## config.mk

```make
export PLATFORM = sky130hd
export DESIGN_NAME = dcs_reporter
export DESIGN_NICKNAME = d
export VERILOG_FILES = /design/src/verilog/dcs_pkg.sv /design/src/verilog/dcs_reporter.sv
export SDC_FILE = /design/constraint.sdc
export NUM_CORES = 1
export LEC_CHECK = 0
export CORE_MARGIN = 5
export CORE_UTILIZATION = 45
export CTS_CLUSTER_DIAMETER = 40
export CTS_CLUSTER_SIZE = 40
export DETAILED_ROUTE_END_ITERATION = 8
export DONT_BUFFER_PORTS = 1
export HOLD_SLACK_MARGIN = 0.1
export PLACE_DENSITY_LB_ADDON = 0.08
export SYNTH_ARGS = -nofsm -noshare
export SYNTH_HDL_FRONTEND = slang
export SYNTH_SLANG_ARGS = --single-unit
```

## constraint.sdc

```tcl
create_clock -name ref_clk -period 3.4 [get_ports ref_clk]
set_input_delay 0.34 -clock ref_clk [delete_from_list [all_inputs] [get_ports ref_clk]]
set_output_delay 0.34 -clock ref_clk [all_outputs]
set_load 0.05 [all_outputs]
```

## src/verilog/dcs_pkg.sv

```systemverilog
package dcs_pkg;
	// Register byte addresses
	localparam logic [7:0] ADDR_STR0 = 8'h00;
	localparam logic [7:0] ADDR_STR1 = 8'h04;
	localparam logic [7:0] ADDR_LTRK = 8'h08;
	localparam logic [7:0] ADDR_CTRL = 8'h0c;
	localparam logic [7:0] ADDR_STAT = 8'h10;
	localparam int ADDR_W = 8;
	// Register field positions
	localparam int CTRL_START_BIT = 0;
	localparam int CTRL_SWWP_LSB = 4;
	localparam int STAT_BUSY_BIT = 8;
	localparam int STAT_DONE_BIT = 9;
	// Status byte layout
	localparam int ERR_BIT = 7;
	localparam int CLS_CMD_BIT = 6;
	localparam int CLS_REC_BIT = 5;
	localparam int CLS_HW_BIT = 4;
	localparam logic [7:0] STATUS_OK = 8'h01;
	localparam logic [7:0] STATUS_CLEAR = 8'h00;
	// Command string class codes
	localparam logic [3:0] CS_STATUS_NZ = 4'h1;
	localparam logic [3:0] CS_NO_DRIVE = 4'h2;
	localparam logic [3:0] CS_MULTI_DRIVE = 4'h3;
	localparam logic [3:0] CS_BAD_CMD = 4'h4;
	localparam logic [3:0] CS_BAD_TRACK = 4'h5;
	localparam logic [3:0] CS_BAD_SECTOR = 4'h6;
	localparam logic [3:0] CS_BAD_BUFFER = 4'h7;
	localparam logic [3:0] CS_BAD_LTRACK = 4'h8;
	// Recoverable class codes
	localparam logic [3:0] RC_NOT_READY = 4'h1;
	localparam logic [3:0] RC_HW_PROTECT = 4'h2;
	localparam logic [3:0] RC_SW_PROTECT = 4'h3;
	// Hardware class codes
	localparam logic [3:0] HW_DRIVE_FAIL = 4'h1;
	localparam logic [3:0] HW_TRACK_ERR = 4'h2;
	localparam logic [3:0] HW_SYNC_ERR = 4'h3;
	localparam logic [3:0] HW_ID_CRC = 4'h4;
	localparam logic [3:0] HW_ID_FORMAT = 4'h5;
	localparam logic [3:0] HW_DATA_CRC = 4'h6;
	localparam logic [3:0] HW_DELETED = 4'h7;
	// Ranges and limits
	localparam logic [7:0] TRACK_MAX = 8'h4c;
	localparam logic [7:0] SECTOR_MIN = 8'h01;
	localparam logic [7:0] SECTOR_MAX = 8'h1a;
	localparam logic [3:0] RETRY_LIMIT = 4'ha;
	// Command numbers
	localparam logic [3:0] CMD_READ_ALL = 4'h0;
	localparam logic [3:0] CMD_WRITE = 4'h1;
	localparam logic [3:0] CMD_READ = 4'h2;
	localparam logic [3:0] CMD_FORMAT = 4'h3;
	localparam logic [3:0] CMD_VERIFY = 4'h4;
	localparam logic [3:0] CMD_WRITE_DEL = 4'h5;
	localparam logic [3:0] CMD_HOLE = 4'h6;
	localparam logic [3:0] CMD_ALIAS_FIRST = 4'h7;
	localparam logic [3:0] CMD_ALIAS_LAST = 4'hb;
	localparam logic [3:0] CMD_ALIAS_OFS = 4'h6;
	// Bus responses
	localparam logic [1:0] RESP_OKAY = 2'h0;
	localparam logic [1:0] RESP_SLVERR = 2'h2;

	typedef enum logic [1:0] {
		ST_IDLE = 2'b00,
		ST_CHECK = 2'b01,
		ST_RUN = 2'b10
	} dcs_state_e;

	typedef struct packed {
		logic [7:0] ltrack_lo;
		logic [7:0] ltrack_hi;
		logic [7:0] buf_hi;
		logic [7:0] buf_lo;
		logic [7:0] sector;
		logic [7:0] track_lo;
		logic [7:0] track_hi;
		logic [7:0] init_status;
		logic [7:0] cmd;
	} dcs_string_s;

	typedef struct packed {
		logic home_fail;
		logic track_miss;
		logic no_sector;
		logic id_crc;
		logic id_format;
		logic data_crc;
		logic deleted_mark;
		logic op_ok;
	} dcs_event_s;
endpackage

```

## src/verilog/dcs_reporter.sv

```systemverilog
// Contract
// - Status bit 7 is one on failure, zero on success.
// - A failure sets class bit 6, 5 or 4.
// - Command class code 1: status byte nonzero at start.
// - Command class code 2: no drive selected.
// - Command class code 3: more than one drive selected.
// - Command class code 4: illegal command number.
// - Command class code 5: physical track out of range.
// - Command class code 6: sector out of range.
// - Command class code 7: unacceptable data buffer location.
// - Command class code 8: illegal logical track.
// - Recoverable code 1: selected drive not ready at start.
// - Recoverable code 2: write refused on hardware-protected media.
// - Recoverable code 3: write refused on software-protected drive.
// - Hardware code 1: home failure or ready lost during operation.
// - Track mismatch retried 10 times, then hardware code 2.
// - Hardware code 3: sector not found within two revolutions.
// - Hardware code 4: identifier field CRC failure.
// - Hardware code 5: identifier field format error.
// - Data CRC failure retried 10 times, then hardware code 6.
// - Hardware code 7: deleted-data mark on a read.
// - Tracks 0 to 76, sectors 1 to 26; others illegal.
// - Success writes status with only bit 0 set.
//
// Implementation choices: register access over AXI4-Lite and the address map.
`timescale 1ns/100ps
`default_nettype none
module dcs_reporter #(
	parameter int DRIVES = 4,
	parameter logic [15:0] BUF_LAST = 16'h7fff
) (
	// Clock and reset
	input wire logic ref_clk,
	input wire logic rst_n,
	// AXI4-Lite slave
	input wire logic [dcs_pkg::ADDR_W-1:0] s_axi_awaddr,
	input wire logic s_axi_awvalid,
	output logic s_axi_awready,
	input wire logic [31:0] s_axi_wdata,
	input wire logic [3:0] s_axi_wstrb,
	input wire logic s_axi_wvalid,
	output logic s_axi_wready,
	output logic [1:0] s_axi_bresp,
	output logic s_axi_bvalid,
	input wire logic s_axi_bready,
	input wire logic [dcs_pkg::ADDR_W-1:0] s_axi_araddr,
	input wire logic s_axi_arvalid,
	output logic s_axi_arready,
	output logic [31:0] s_axi_rdata,
	output logic [1:0] s_axi_rresp,
	output logic s_axi_rvalid,
	input wire logic s_axi_rready,
	// Drive pins
	input wire logic [DRIVES-1:0] drive_ready_pin,
	input wire logic [DRIVES-1:0] write_prot_pin,
	// Disk engine
	input wire dcs_pkg::dcs_event_s disk_ev,
	output logic op_start,
	output logic [3:0] op_cmd,
	output logic [DRIVES-1:0] op_drive,
	output logic seek_retry,
	output logic read_retry,
	// Completion
	output logic [7:0] status_byte,
	output logic done,
	output logic busy
);
	dcs_pkg::dcs_state_e state;
	dcs_pkg::dcs_string_s cur;
	dcs_pkg::dcs_string_s regs_str;
	logic [31:0] str0, str1, ltrk;
	logic [DRIVES-1:0] sw_wp;
	logic [DRIVES-1:0] rdy_s1, rdy_s2, rdy_s3, rdy_f;
	logic [DRIVES-1:0] wp_s1, wp_s2, wp_s3, wp_f;
	logic [3:0] trk_cnt, crc_cnt;
	logic aw_held, w_held;
	logic [dcs_pkg::ADDR_W-1:0] aw_addr;
	logic [31:0] w_data;
	logic [3:0] w_strb;

	function automatic logic [31:0] merge(input logic [31:0] old, input logic [31:0] nw, input logic [3:0] strb);
		logic [31:0] res;
		res = old;
		for (int i = 0; i < 4; i++)
			if (strb[i])
				res[i*8 +: 8] = nw[i*8 +: 8];
		return res;
	endfunction

	// Bus write path: address and data taken in either order
	wire wr_fire = aw_held && w_held && !s_axi_bvalid;
	wire wr_str0 = wr_fire && aw_addr == dcs_pkg::ADDR_STR0;
	wire wr_str1 = wr_fire && aw_addr == dcs_pkg::ADDR_STR1;
	wire wr_ltrk = wr_fire && aw_addr == dcs_pkg::ADDR_LTRK;
	wire wr_ctrl = wr_fire && aw_addr == dcs_pkg::ADDR_CTRL;
	wire wr_stat = wr_fire && aw_addr == dcs_pkg::ADDR_STAT;
	wire wr_hit = wr_str0 || wr_str1 || wr_ltrk || wr_ctrl || wr_stat;
	wire wr_lane0 = w_strb[0];
	wire wr_lane1 = w_strb[1];
	wire start_req = wr_ctrl && wr_lane0 && w_data[dcs_pkg::CTRL_START_BIT] && state == dcs_pkg::ST_IDLE;
	wire clr_status = wr_stat && wr_lane0;
	wire clr_done = wr_stat && wr_lane1 && w_data[dcs_pkg::STAT_DONE_BIT];

	// Bus read path
	wire ar_fire = s_axi_arvalid && s_axi_arready;
	wire rd_str0 = s_axi_araddr == dcs_pkg::ADDR_STR0;
	wire rd_str1 = s_axi_araddr == dcs_pkg::ADDR_STR1;
	wire rd_ltrk = s_axi_araddr == dcs_pkg::ADDR_LTRK;
	wire rd_ctrl = s_axi_araddr == dcs_pkg::ADDR_CTRL;
	wire rd_stat = s_axi_araddr == dcs_pkg::ADDR_STAT;
	wire rd_hit = rd_str0 || rd_str1 || rd_ltrk || rd_ctrl || rd_stat;
	wire [31:0] ctrl_word = 32'(sw_wp) << dcs_pkg::CTRL_SWWP_LSB;
	wire [31:0] stat_word = {22'h0, done, busy, status_byte};
	wire [31:0] rd_word = rd_str0 ? str0 : rd_str1 ? str1 : rd_ltrk ? ltrk :
		rd_ctrl ? ctrl_word : rd_stat ? stat_word : 32'h0;

	assign regs_str = {ltrk[15:0], str1[23:0], str0};

	// Command decode of the latched string
	wire [3:0] cmd_num = cur.cmd[7:4];
	wire [DRIVES-1:0] drv = cur.cmd[DRIVES-1:0];
	wire cmd_legal = cmd_num <= dcs_pkg::CMD_ALIAS_LAST && cmd_num != dcs_pkg::CMD_HOLE;
	wire is_logical = cmd_num >= dcs_pkg::CMD_ALIAS_FIRST;
	wire [3:0] base = is_logical ? cmd_num - dcs_pkg::CMD_ALIAS_OFS : cmd_num;
	wire needs_sector = base == dcs_pkg::CMD_WRITE || base == dcs_pkg::CMD_READ ||
		base == dcs_pkg::CMD_VERIFY || base == dcs_pkg::CMD_WRITE_DEL;
	wire needs_buf = base == dcs_pkg::CMD_READ_ALL || base == dcs_pkg::CMD_WRITE || base == dcs_pkg::CMD_READ;
	wire is_write = base == dcs_pkg::CMD_WRITE || base == dcs_pkg::CMD_FORMAT || base == dcs_pkg::CMD_WRITE_DEL;
	wire is_read = base == dcs_pkg::CMD_READ || base == dcs_pkg::CMD_VERIFY;
	wire no_drive = drv == '0;
	wire multi_drive = (drv & (drv - 1'b1)) != '0;
	wire sel_ready = |(drv & rdy_f);
	wire sel_hw_wp = |(drv & wp_f);
	wire sel_sw_wp = |(drv & sw_wp);
	wire track_bad = cur.track_hi != 8'h0 || cur.track_lo > dcs_pkg::TRACK_MAX;
	wire sector_bad = cur.sector < dcs_pkg::SECTOR_MIN || cur.sector > dcs_pkg::SECTOR_MAX;
	wire ltrack_bad = cur.ltrack_hi != 8'h0 || cur.ltrack_lo > dcs_pkg::TRACK_MAX;
	wire buf_bad = {cur.buf_hi, cur.buf_lo} > BUF_LAST;

	// Checks in priority order; class bit and code chosen together
	// string checks
	wire [3:0] cs_code = cur.init_status != dcs_pkg::STATUS_CLEAR ? dcs_pkg::CS_STATUS_NZ :
		no_drive ? dcs_pkg::CS_NO_DRIVE :
		multi_drive ? dcs_pkg::CS_MULTI_DRIVE :
		!cmd_legal ? dcs_pkg::CS_BAD_CMD :
		track_bad ? dcs_pkg::CS_BAD_TRACK :
		(needs_sector && sector_bad) ? dcs_pkg::CS_BAD_SECTOR :
		(needs_buf && buf_bad) ? dcs_pkg::CS_BAD_BUFFER :
		(is_logical && ltrack_bad) ? dcs_pkg::CS_BAD_LTRACK : 4'h0;
	wire [3:0] rc_code = !sel_ready ? dcs_pkg::RC_NOT_READY :
		(is_write && sel_hw_wp) ? dcs_pkg::RC_HW_PROTECT :
		(is_write && sel_sw_wp) ? dcs_pkg::RC_SW_PROTECT : 4'h0;
	wire [7:0] check_status = cs_code != 4'h0 ? {4'b1100, cs_code} :
		rc_code != 4'h0 ? {4'b1010, rc_code} : dcs_pkg::STATUS_CLEAR;
	wire check_fail = check_status != dcs_pkg::STATUS_CLEAR;

	// Events while running, highest priority first
	wire in_run = state == dcs_pkg::ST_RUN;
	wire trk_spent = trk_cnt == dcs_pkg::RETRY_LIMIT;
	wire crc_spent = crc_cnt == dcs_pkg::RETRY_LIMIT;
	wire [3:0] hw_code = (disk_ev.home_fail || !sel_ready) ? dcs_pkg::HW_DRIVE_FAIL :
		(disk_ev.track_miss && trk_spent) ? dcs_pkg::HW_TRACK_ERR :
		disk_ev.track_miss ? 4'h0 :
		disk_ev.no_sector ? dcs_pkg::HW_SYNC_ERR :
		disk_ev.id_crc ? dcs_pkg::HW_ID_CRC :
		disk_ev.id_format ? dcs_pkg::HW_ID_FORMAT :
		(disk_ev.data_crc && crc_spent) ? dcs_pkg::HW_DATA_CRC :
		disk_ev.data_crc ? 4'h0 :
		(disk_ev.deleted_mark && is_read) ? dcs_pkg::HW_DELETED : 4'h0;
	wire hw_fail = hw_code != 4'h0;
	wire want_seek = !hw_fail && disk_ev.track_miss && !trk_spent;
	wire want_read = !hw_fail && !disk_ev.track_miss && disk_ev.data_crc && !crc_spent;
	wire run_ok = !hw_fail && !want_seek && !want_read && disk_ev.op_ok;
	wire [7:0] run_status = hw_fail ? {4'b1001, hw_code} : dcs_pkg::STATUS_OK;
	wire run_end = in_run && (hw_fail || run_ok);
	wire check_end = state == dcs_pkg::ST_CHECK && check_fail;
	wire report = run_end || check_end;
	wire [7:0] next_status = run_end ? run_status : check_status;

	// Pin inputs: three stages, change taken when stages two and three agree
	always_ff @(posedge ref_clk)
	begin
		if (!rst_n)
		begin
			{rdy_s1, rdy_s2, rdy_s3, rdy_f} <= '0;
			{wp_s1, wp_s2, wp_s3, wp_f} <= '0;
		end
		else
		begin
			{rdy_s3, rdy_s2, rdy_s1} <= {rdy_s2, rdy_s1, drive_ready_pin};
			{wp_s3, wp_s2, wp_s1} <= {wp_s2, wp_s1, write_prot_pin};
			rdy_f <= (~(rdy_s2 ^ rdy_s3) & rdy_s3) | ((rdy_s2 ^ rdy_s3) & rdy_f);
			wp_f <= (~(wp_s2 ^ wp_s3) & wp_s3) | ((wp_s2 ^ wp_s3) & wp_f);
		end
	end

	// AXI write channel
	always_ff @(posedge ref_clk)
	begin
		if (!rst_n)
		begin
			{aw_held, w_held, s_axi_bvalid} <= '0;
			{s_axi_awready, s_axi_wready} <= 2'b11;
			aw_addr <= '0;
			w_data <= '0;
			w_strb <= '0;
			s_axi_bresp <= dcs_pkg::RESP_OKAY;
		end
		else
		begin
			if (s_axi_awvalid && s_axi_awready)
			begin
				aw_held <= 1'b1;
				aw_addr <= s_axi_awaddr;
				s_axi_awready <= 1'b0;
			end
			if (s_axi_wvalid && s_axi_wready)
			begin
				w_held <= 1'b1;
				w_data <= s_axi_wdata;
				w_strb <= s_axi_wstrb;
				s_axi_wready <= 1'b0;
			end
			if (wr_fire)
			begin
				s_axi_bvalid <= 1'b1;
				s_axi_bresp <= wr_hit ? dcs_pkg::RESP_OKAY : dcs_pkg::RESP_SLVERR;
			end
			if (s_axi_bvalid && s_axi_bready)
			begin
				{s_axi_bvalid, aw_held, w_held} <= '0;
				{s_axi_awready, s_axi_wready} <= 2'b11;
			end
		end
	end

	// AXI read channel
	always_ff @(posedge ref_clk)
	begin
		if (!rst_n)
		begin
			s_axi_arready <= 1'b1;
			s_axi_rvalid <= 1'b0;
			s_axi_rdata <= '0;
			s_axi_rresp <= dcs_pkg::RESP_OKAY;
		end
		else if (ar_fire)
		begin
			s_axi_arready <= 1'b0;
			s_axi_rvalid <= 1'b1;
			s_axi_rdata <= rd_word;
			s_axi_rresp <= rd_hit ? dcs_pkg::RESP_OKAY : dcs_pkg::RESP_SLVERR;
		end
		else if (s_axi_rvalid && s_axi_rready)
		begin
			s_axi_rvalid <= 1'b0;
			s_axi_arready <= 1'b1;
		end
	end

	// Command string and control registers
	always_ff @(posedge ref_clk)
	begin
		if (!rst_n)
		begin
			{str0, str1, ltrk} <= '0;
			sw_wp <= '0;
		end
		else
		begin
			if (wr_str0)
				str0 <= merge(str0, w_data, w_strb);
			if (wr_str1)
				str1 <= merge(str1, w_data, w_strb);
			if (wr_ltrk)
				ltrk <= merge(ltrk, w_data, w_strb);
			if (wr_ctrl && wr_lane0)
				sw_wp <= w_data[dcs_pkg::CTRL_SWWP_LSB +: DRIVES];
		end
	end

	// Operation sequencer
	always_ff @(posedge ref_clk)
	begin
		if (!rst_n)
		begin
			state <= dcs_pkg::ST_IDLE;
			cur <= '0;
			{trk_cnt, crc_cnt} <= '0;
		end
		else
		begin
			case (state)
				dcs_pkg::ST_IDLE:
					if (start_req)
					begin
						cur <= regs_str;
						{trk_cnt, crc_cnt} <= '0;
						state <= dcs_pkg::ST_CHECK;
					end
				dcs_pkg::ST_CHECK:
					state <= check_fail ? dcs_pkg::ST_IDLE : dcs_pkg::ST_RUN;
				dcs_pkg::ST_RUN:
				begin
					if (want_seek)
						trk_cnt <= trk_cnt + 1'b1;
					if (want_read)
						crc_cnt <= crc_cnt + 1'b1;
					if (run_end)
						state <= dcs_pkg::ST_IDLE;
				end
				default:
					state <= dcs_pkg::ST_IDLE;
			endcase
		end
	end

	// Outputs; a report in the same cycle as a software clear wins
	always_ff @(posedge ref_clk)
	begin
		if (!rst_n)
		begin
			{op_start, seek_retry, read_retry, done, busy} <= '0;
			op_cmd <= '0;
			op_drive <= '0;
			status_byte <= dcs_pkg::STATUS_CLEAR;
		end
		else
		begin
			op_start <= state == dcs_pkg::ST_CHECK && !check_fail;
			op_cmd <= cur.cmd[7:4];
			op_drive <= drv;
			seek_retry <= in_run && want_seek;
			read_retry <= in_run && want_read;
			busy <= (state == dcs_pkg::ST_IDLE) ? start_req : !report;
			if (report)
				status_byte <= next_status;
			else if (clr_status)
				status_byte <= w_data[7:0];
			if (report)
				done <= 1'b1;
			else if (clr_done || start_req)
				done <= 1'b0;
		end
	end
endmodule
`default_nettype wire

```

Yosys cells after proc, flatten, opt, wreduce, memory -nomap -nowiden. Index checks and enable logic that the tools add are counted.

Flip-flop bits (word level): 322. Input port bits: 75. Output and inout bits: 62. Word-level logic and storage cells: 262.

$add $sub $neg: 4. Order comparisons: 7. Equality and inequality tests: 22. Multiplexer cells: 50. Bitwise logic cells: 15. Reductions and logical operators: 110.

Operator list (count): $mux 32 (3); $mux 4 (12); $mux 8 (6); $logic_and 1x1->1 (40); $and 4x4->4 (8); $eq 8x4->1 const B (4); $reduce_bool 8->1 (4); $reduce_and 2->1 (14); $mux 3 (9); $logic_or 1x1->1 (23); $mux 10 (2); $eq 8x3->1 const B (2); $eq 8x5->1 const B (2); $gt 16x15->1 const B (1); $gt 8x7->1 const B (2); $logic_not 8->1 (2); $mux 2 (8); $pmux 4 s2 (2); $reduce_bool 4->1 (4); $reduce_or 4->1 (3); $logic_not 1->1 (10); $add 4x1->4 const B (2); $eq 4x2->1 const B (2); $eq 4x3->1 const B (2); 24 further kinds (41).

Logic depth before layout (Yosys ltp).
Depth in word-level cells: 27. Mapped depth: 10. Gate-level depth less buffers: 9.

Worst setup path after synthesis. Ideal clock, no wire load.

Path kind: reg-to-reg. Start: register cur (netlist bit cmd_num[1]). End: register status_byte[2]. Setup time: 0.088 ns. Arrival time: 2.386 ns. Required time: 3.312 ns. Slack: 0.926 ns. Stages on the path, launching flop included: 10. Path buffers: 1. Period minus slack after synthesis: 2.474 ns. Path through: dfxtp_1 > ha_1 > nor2b_1 > o31a_1 > o211a_1 > nand2b_1 > o31a_1 > buf_2 > or3b_1 > a311oi_2.

Longest elaborated chain between the ends: 26. Elaborated cells on any way between the ends: 71. Those cells by class: add/sub: 1; order compare: 2; eq/ne: 6; mux: 26; reduce/logical: 36.

Ends and longest elaborated chain: start: declaration (RTL line dcs_reporter.sv:69) `dcs_pkg::dcs_string_s cur;`; start signal: assignment (RTL line dcs_reporter.sv:297) `cur <= regs_str;`; $sub 4x3->4 or $ge 4x3->1 (tied branches) (RTL line dcs_reporter.sv:124, dcs_reporter.sv:123); $mux 4 (RTL line dcs_reporter.sv:124) `wire [3:0] base = is_logical ? cmd_num - dcs_pkg::CMD_ALIAS_OFS : cmd_num;`; $eq 4x2->1 or $eq 4x3->1 (tied branches); $logic_or 1x1->1 (RTL line dcs_reporter.sv:129) `wire is_read = base == dcs_pkg::CMD_READ || base == dcs_pkg::CMD_VERIFY;`; $logic_and 1x1->1 (RTL line dcs_reporter.sv:169) `(disk_ev.deleted_mark && is_read) ? dcs_pkg::HW_DELETED : 4'h0;`; $mux 3 (RTL line dcs_reporter.sv:169); $mux 3 (RTL line dcs_reporter.sv:168) `disk_ev.data_crc ? 4'h0 :`; $mux 3 (RTL line dcs_reporter.sv:167) `(disk_ev.data_crc && crc_spent) ? dcs_pkg::HW_DATA_CRC :`; (+8 left out); $logic_and 1x1->1 (on tied branches) (2 in series) (RTL line dcs_reporter.sv:171, dcs_reporter.sv:172); $logic_not 1->1 or $logic_and 1x1->1 (tied branches) (RTL line dcs_reporter.sv:173, dcs_reporter.sv:172); $logic_and 1x1->1 or $logic_not 1->1 (tied branches) (RTL line dcs_reporter.sv:173) `wire run_ok = !hw_fail && !want_seek && !want_read && disk_ev.op_ok;`; $logic_and 1x1->1 (2 in series) (RTL line dcs_reporter.sv:173); $logic_or 1x1->1 (RTL line dcs_reporter.sv:175) `wire run_end = in_run && (hw_fail || run_ok);`; $logic_and 1x1->1 (RTL line dcs_reporter.sv:175); $mux 8 or $logic_or 1x1->1 (tied branches) (RTL line dcs_reporter.sv:178, dcs_reporter.sv:177); $mux 8 or $reduce_bool 2->1 (tied branches); end signal: assignment (RTL line dcs_reporter.sv:326) `status_byte <= dcs_pkg::STATUS_CLEAR;`; end signal: assignment (RTL line dcs_reporter.sv:337) `status_byte <= next_status;`; end signal: assignment (RTL line dcs_reporter.sv:339) `status_byte <= w_data[7:0];`; end: declaration (RTL line dcs_reporter.sv:64) `output logic [7:0] status_byte,`.

Several ways; a longest one is shown, not always the timed one. A chain may end at the register's enable or synchronous reset.

Final worst setup path.
Start: register aw_addr[0] (netlist name). End: register str0[4].

Longest elaborated chain between the ends: 3.

Ends and longest elaborated chain: start: declaration (RTL line dcs_reporter.sv:77) `logic [dcs_pkg::ADDR_W-1:0] aw_addr;`; start signal: assignment (RTL line dcs_reporter.sv:214) `aw_addr <= s_axi_awaddr;`; $logic_not 8->1 (RTL line dcs_reporter.sv:92) `wire wr_str0 = wr_fire && aw_addr == dcs_pkg::ADDR_STR0;`; $logic_and 1x1->1 (RTL line dcs_reporter.sv:92); $reduce_and 2->1 (no source line); end signal: assignment (RTL line dcs_reporter.sv:272) `str0 <= merge(str0, w_data, w_strb);`; end: declaration (RTL line dcs_reporter.sv:71) `logic [31:0] str0, str1, ltrk;`.

Every way passes these cells.

==> flow_metrics.env <==
export IMPL_synth_ff_type="dfxtp_1"
export IMPL_final_cell_mix="nand2_1 (310), dfxtp_1 (305), a21oi_1 (184)"
export IMPL_ctsHoldBuffers=62
export IMPL_worst_slew_pin_slew_ns=1.11
export IMPL_cts_setup_buffers=0
export IMPL_fin_tns_setup_ns=0
export IMPL_grt_ovfl_total=0
export IMPL_area_delta_synth_final_pct=19.2
export IMPL_gr_usage_all_layers=0.216
export IMPL_leakage_nw=5.42
export IMPL_layout_nets=1569
export IMPL_rsz0062_at_grt="false"
export IMPL_die_area_mm2=0.0309
export IMPL_io_buffer_count=0
export IMPL_dr_pass1_iters=7
export IMPL_synth_edf_count=0
export IMPL_syn_area_mm2=0.0124
export IMPL_fin_crit_ns=2.84
export IMPL_finClkSkew_ns=0.0141
export IMPL_finalSetupViolations=0
export IMPL_die_y_um=176
export IMPL_dp_hpwl_mm=22.8
export IMPL_worstPathMaxFanout=8
export IMPL_synth_seq_area_share=0.494
export IMPL_vias=10200
export IMPL_synth_seq_cells=305
export IMPL_drive_above_1_share=0.0808
export IMPL_drt_iter0_drc=637
export IMPL_clk_latency_ns=0.53
export IMPL_root_buffer="clkbuf_16"
export IMPL_start_kind="flop"
export IMPL_antenna_left=0
export IMPL_crit_type="reg -> reg"
export IMPL_final_cell_count_no_fill=1863
export IMPL_cts_htree_levels=2
export IMPL_final_period_utilization=0.836
export IMPL_die_x_um=176
export IMPL_gp_congestion=0.868
export IMPL_critPathCaptureType="flop"
export IMPL_cts_resized=0
export IMPL_drcViolationCount=0
export IMPL_cts_sink_count=305
export IMPL_path_clk_slew_ns=0.06
export IMPL_totalWireLength_mm=33.9
export IMPL_maxSlewHeadroom=0.260
export IMPL_crit_required_ns=3.79
export IMPL_hp_class="in -> reg"
export IMPL_hold_viol=0
export IMPL_async_flop_share=0
export IMPL_worstPathArrival_ns=3.23
export IMPL_synth_top_area_cell="dfxtp_1"
export IMPL_via_per_inst=5.46
export IMPL_rows=60
export IMPL_grt_first_pass_wirelength_mm=54.3
export IMPL_vdd_drop_max_mv=0.373
export IMPL_start_util=0.457
export IMPL_synth_cells=1462
export IMPL_synthTopCellsByArea="dfxtp_1 (49%), nand2_1 (9.4%), mux2i_1 (8.5%), a21oi_1 (7.4%), nor2_1 (3.3%)"
export IMPL_finalMaxSlewViolations=0
export IMPL_yosysUniqueCellTypes=70
export IMPL_io_pins=137
export IMPL_numCtsBuffers=44
export IMPL_yosysTopAreaCellShare=0.494
export IMPL_p_per_area_mw_per_mm2=594
export IMPL_cts_tree="built"
export IMPL_cts_buffer_depth=3
export IMPL_max_freq_mhz=352
export IMPL_antenna_found_initial=1
export IMPL_yosysWarnings=0
export IMPL_outcome="finished clean"
export IMPL_grt_pass1_vias=9897
export IMPL_avgSynthCellArea_um2=8.46
export IMPL_dp_cells=1722
export IMPL_n_antenna_cell=0
export IMPL_core_area_mm2=0.0270
export IMPL_cap_violations=0
export IMPL_final_common_cell="nand2_1"
export IMPL_grt_start_max_net_pins=91
export IMPL_wl_per_cell_um=18.2
## final timing paths
check	start	endpoint	slack (ns)	cells past startpoint
max	aw_addr[0]	str0[4]	0.56	7
min	s_axi_araddr[3]	s_axi_rdata[20]	0.12	3
max reg2reg	aw_addr[0]	str0[4]	0.56	7
min reg2reg	wp_s1[1]	wp_s2[1]	0.42	1
## registers in the layout (all words and copies together) (netlist names), 8 cells and up, named ones only
name / flops
str1: 32
str0: 32
ltrk: 32
status_byte: 8
w_data: 32
aw_addr: 8
cur: 53
s_axi_rdata: 32
## metal layers
metal	vias to the layer above	part of all wire	GRT usage
met5	-	0	0
met4	0	0.015	0.0452
met3	42	0.055	0.0476
met2	225	0.46	0.349
met1	4840	0.47	0.299
li1	5060	-	-
## through the flow
step	area (µm²)	util	setup WS (ns)	hold WS [ns]	total power, mW
after floorplan	12400	-	0.926	0.412	3.97
after global placement	12600	0.465	0.665	0.416	4.04
after detailed placement	12600	0.465	0.580	0.421	4.04
after CTS	14700	0.545	0.570	0.101	8.82
after global routing	14700	0.545	0.406	0.136	9.04
final	14700	0.545	0.558	0.122	8.75
## critical path, cell delays in order, from the launching register on
cell and delay (ns):
dfxtp_1 0.30, or4_1 0.56, nor4_2 0.39, nor2b_1 0.22
nor2b_1 0.41, and2_1 0.52, mux2i_1 0.25, nor2_1 0.05
## power by group
| group | total [mW] | switching (mW) | internal [mW] |
|---|---|---|---|
| combinational | 0.311 | 0.191 | 0.121 |
| clock | 4.71 | 1.75 | 2.97 |
| sequential | 3.72 | 0.0935 | 3.63 |
| total | 8.75 | 2.03 | 6.72 |
## logic make-up (layout without fill, tap and decap cells)
group | after synthesis | after routing | synth area share
and+or+nand+nor | 611 | 611 | 0.220
AOI/OAI and AO/OA | 306 | 306 | 0.148
DFF | 305 | 305 | 0.494
buffers and inverters | 120 | 179 | 0.0405
muxes | 107 | 107 | 0.0868
adders and majority gates | 6 | 6 | 0.00587
xor gates and xnor gates | 6 | 6 | 0.00425
other | 1 | 2 | 0.000303
## Yosys cell counts, types with 3 or more instances
library cell	count
a211oi_1	9
a21boi_0	4
a21oi_1	184
a221oi_1	8
a222oi_1	4
a22oi_1	6
and2_1	42
and3_1	3
buf_1	10
buf_2	7
buf_4	6
clkbuf_1	81
dfxtp_1	305
ha_1	5
inv_1	13
mux2i_1	105
nand2_1	310
nand2b_1	7
nand3_1	77
nand3b_1	4
nand4_1	3
nor2_1	110
nor2b_1	10
nor3_1	15
nor3b_1	3
nor4_1	6
o2111ai_1	3
o211ai_1	7
o21a_1	5
o21ai_0	43
o31a_1	7
or4_1	4
xor2_1	6
## cell type report
| class | instances | area (µm²) |
|---|---|---|
| multi-input cells | 1038 | 5770 |
| repair buffers | 87 | 831 |
| clock buffers | 48 | 1160 |
| fillers | 2541 | 12300 |
| flip-flops and latches | 305 | 6110 |
| inverters | 13 | 53.8 |
| well taps | 341 | 427 |
| clock inverters | 31 | 389 |
Power figures use the tool's default switching activity.
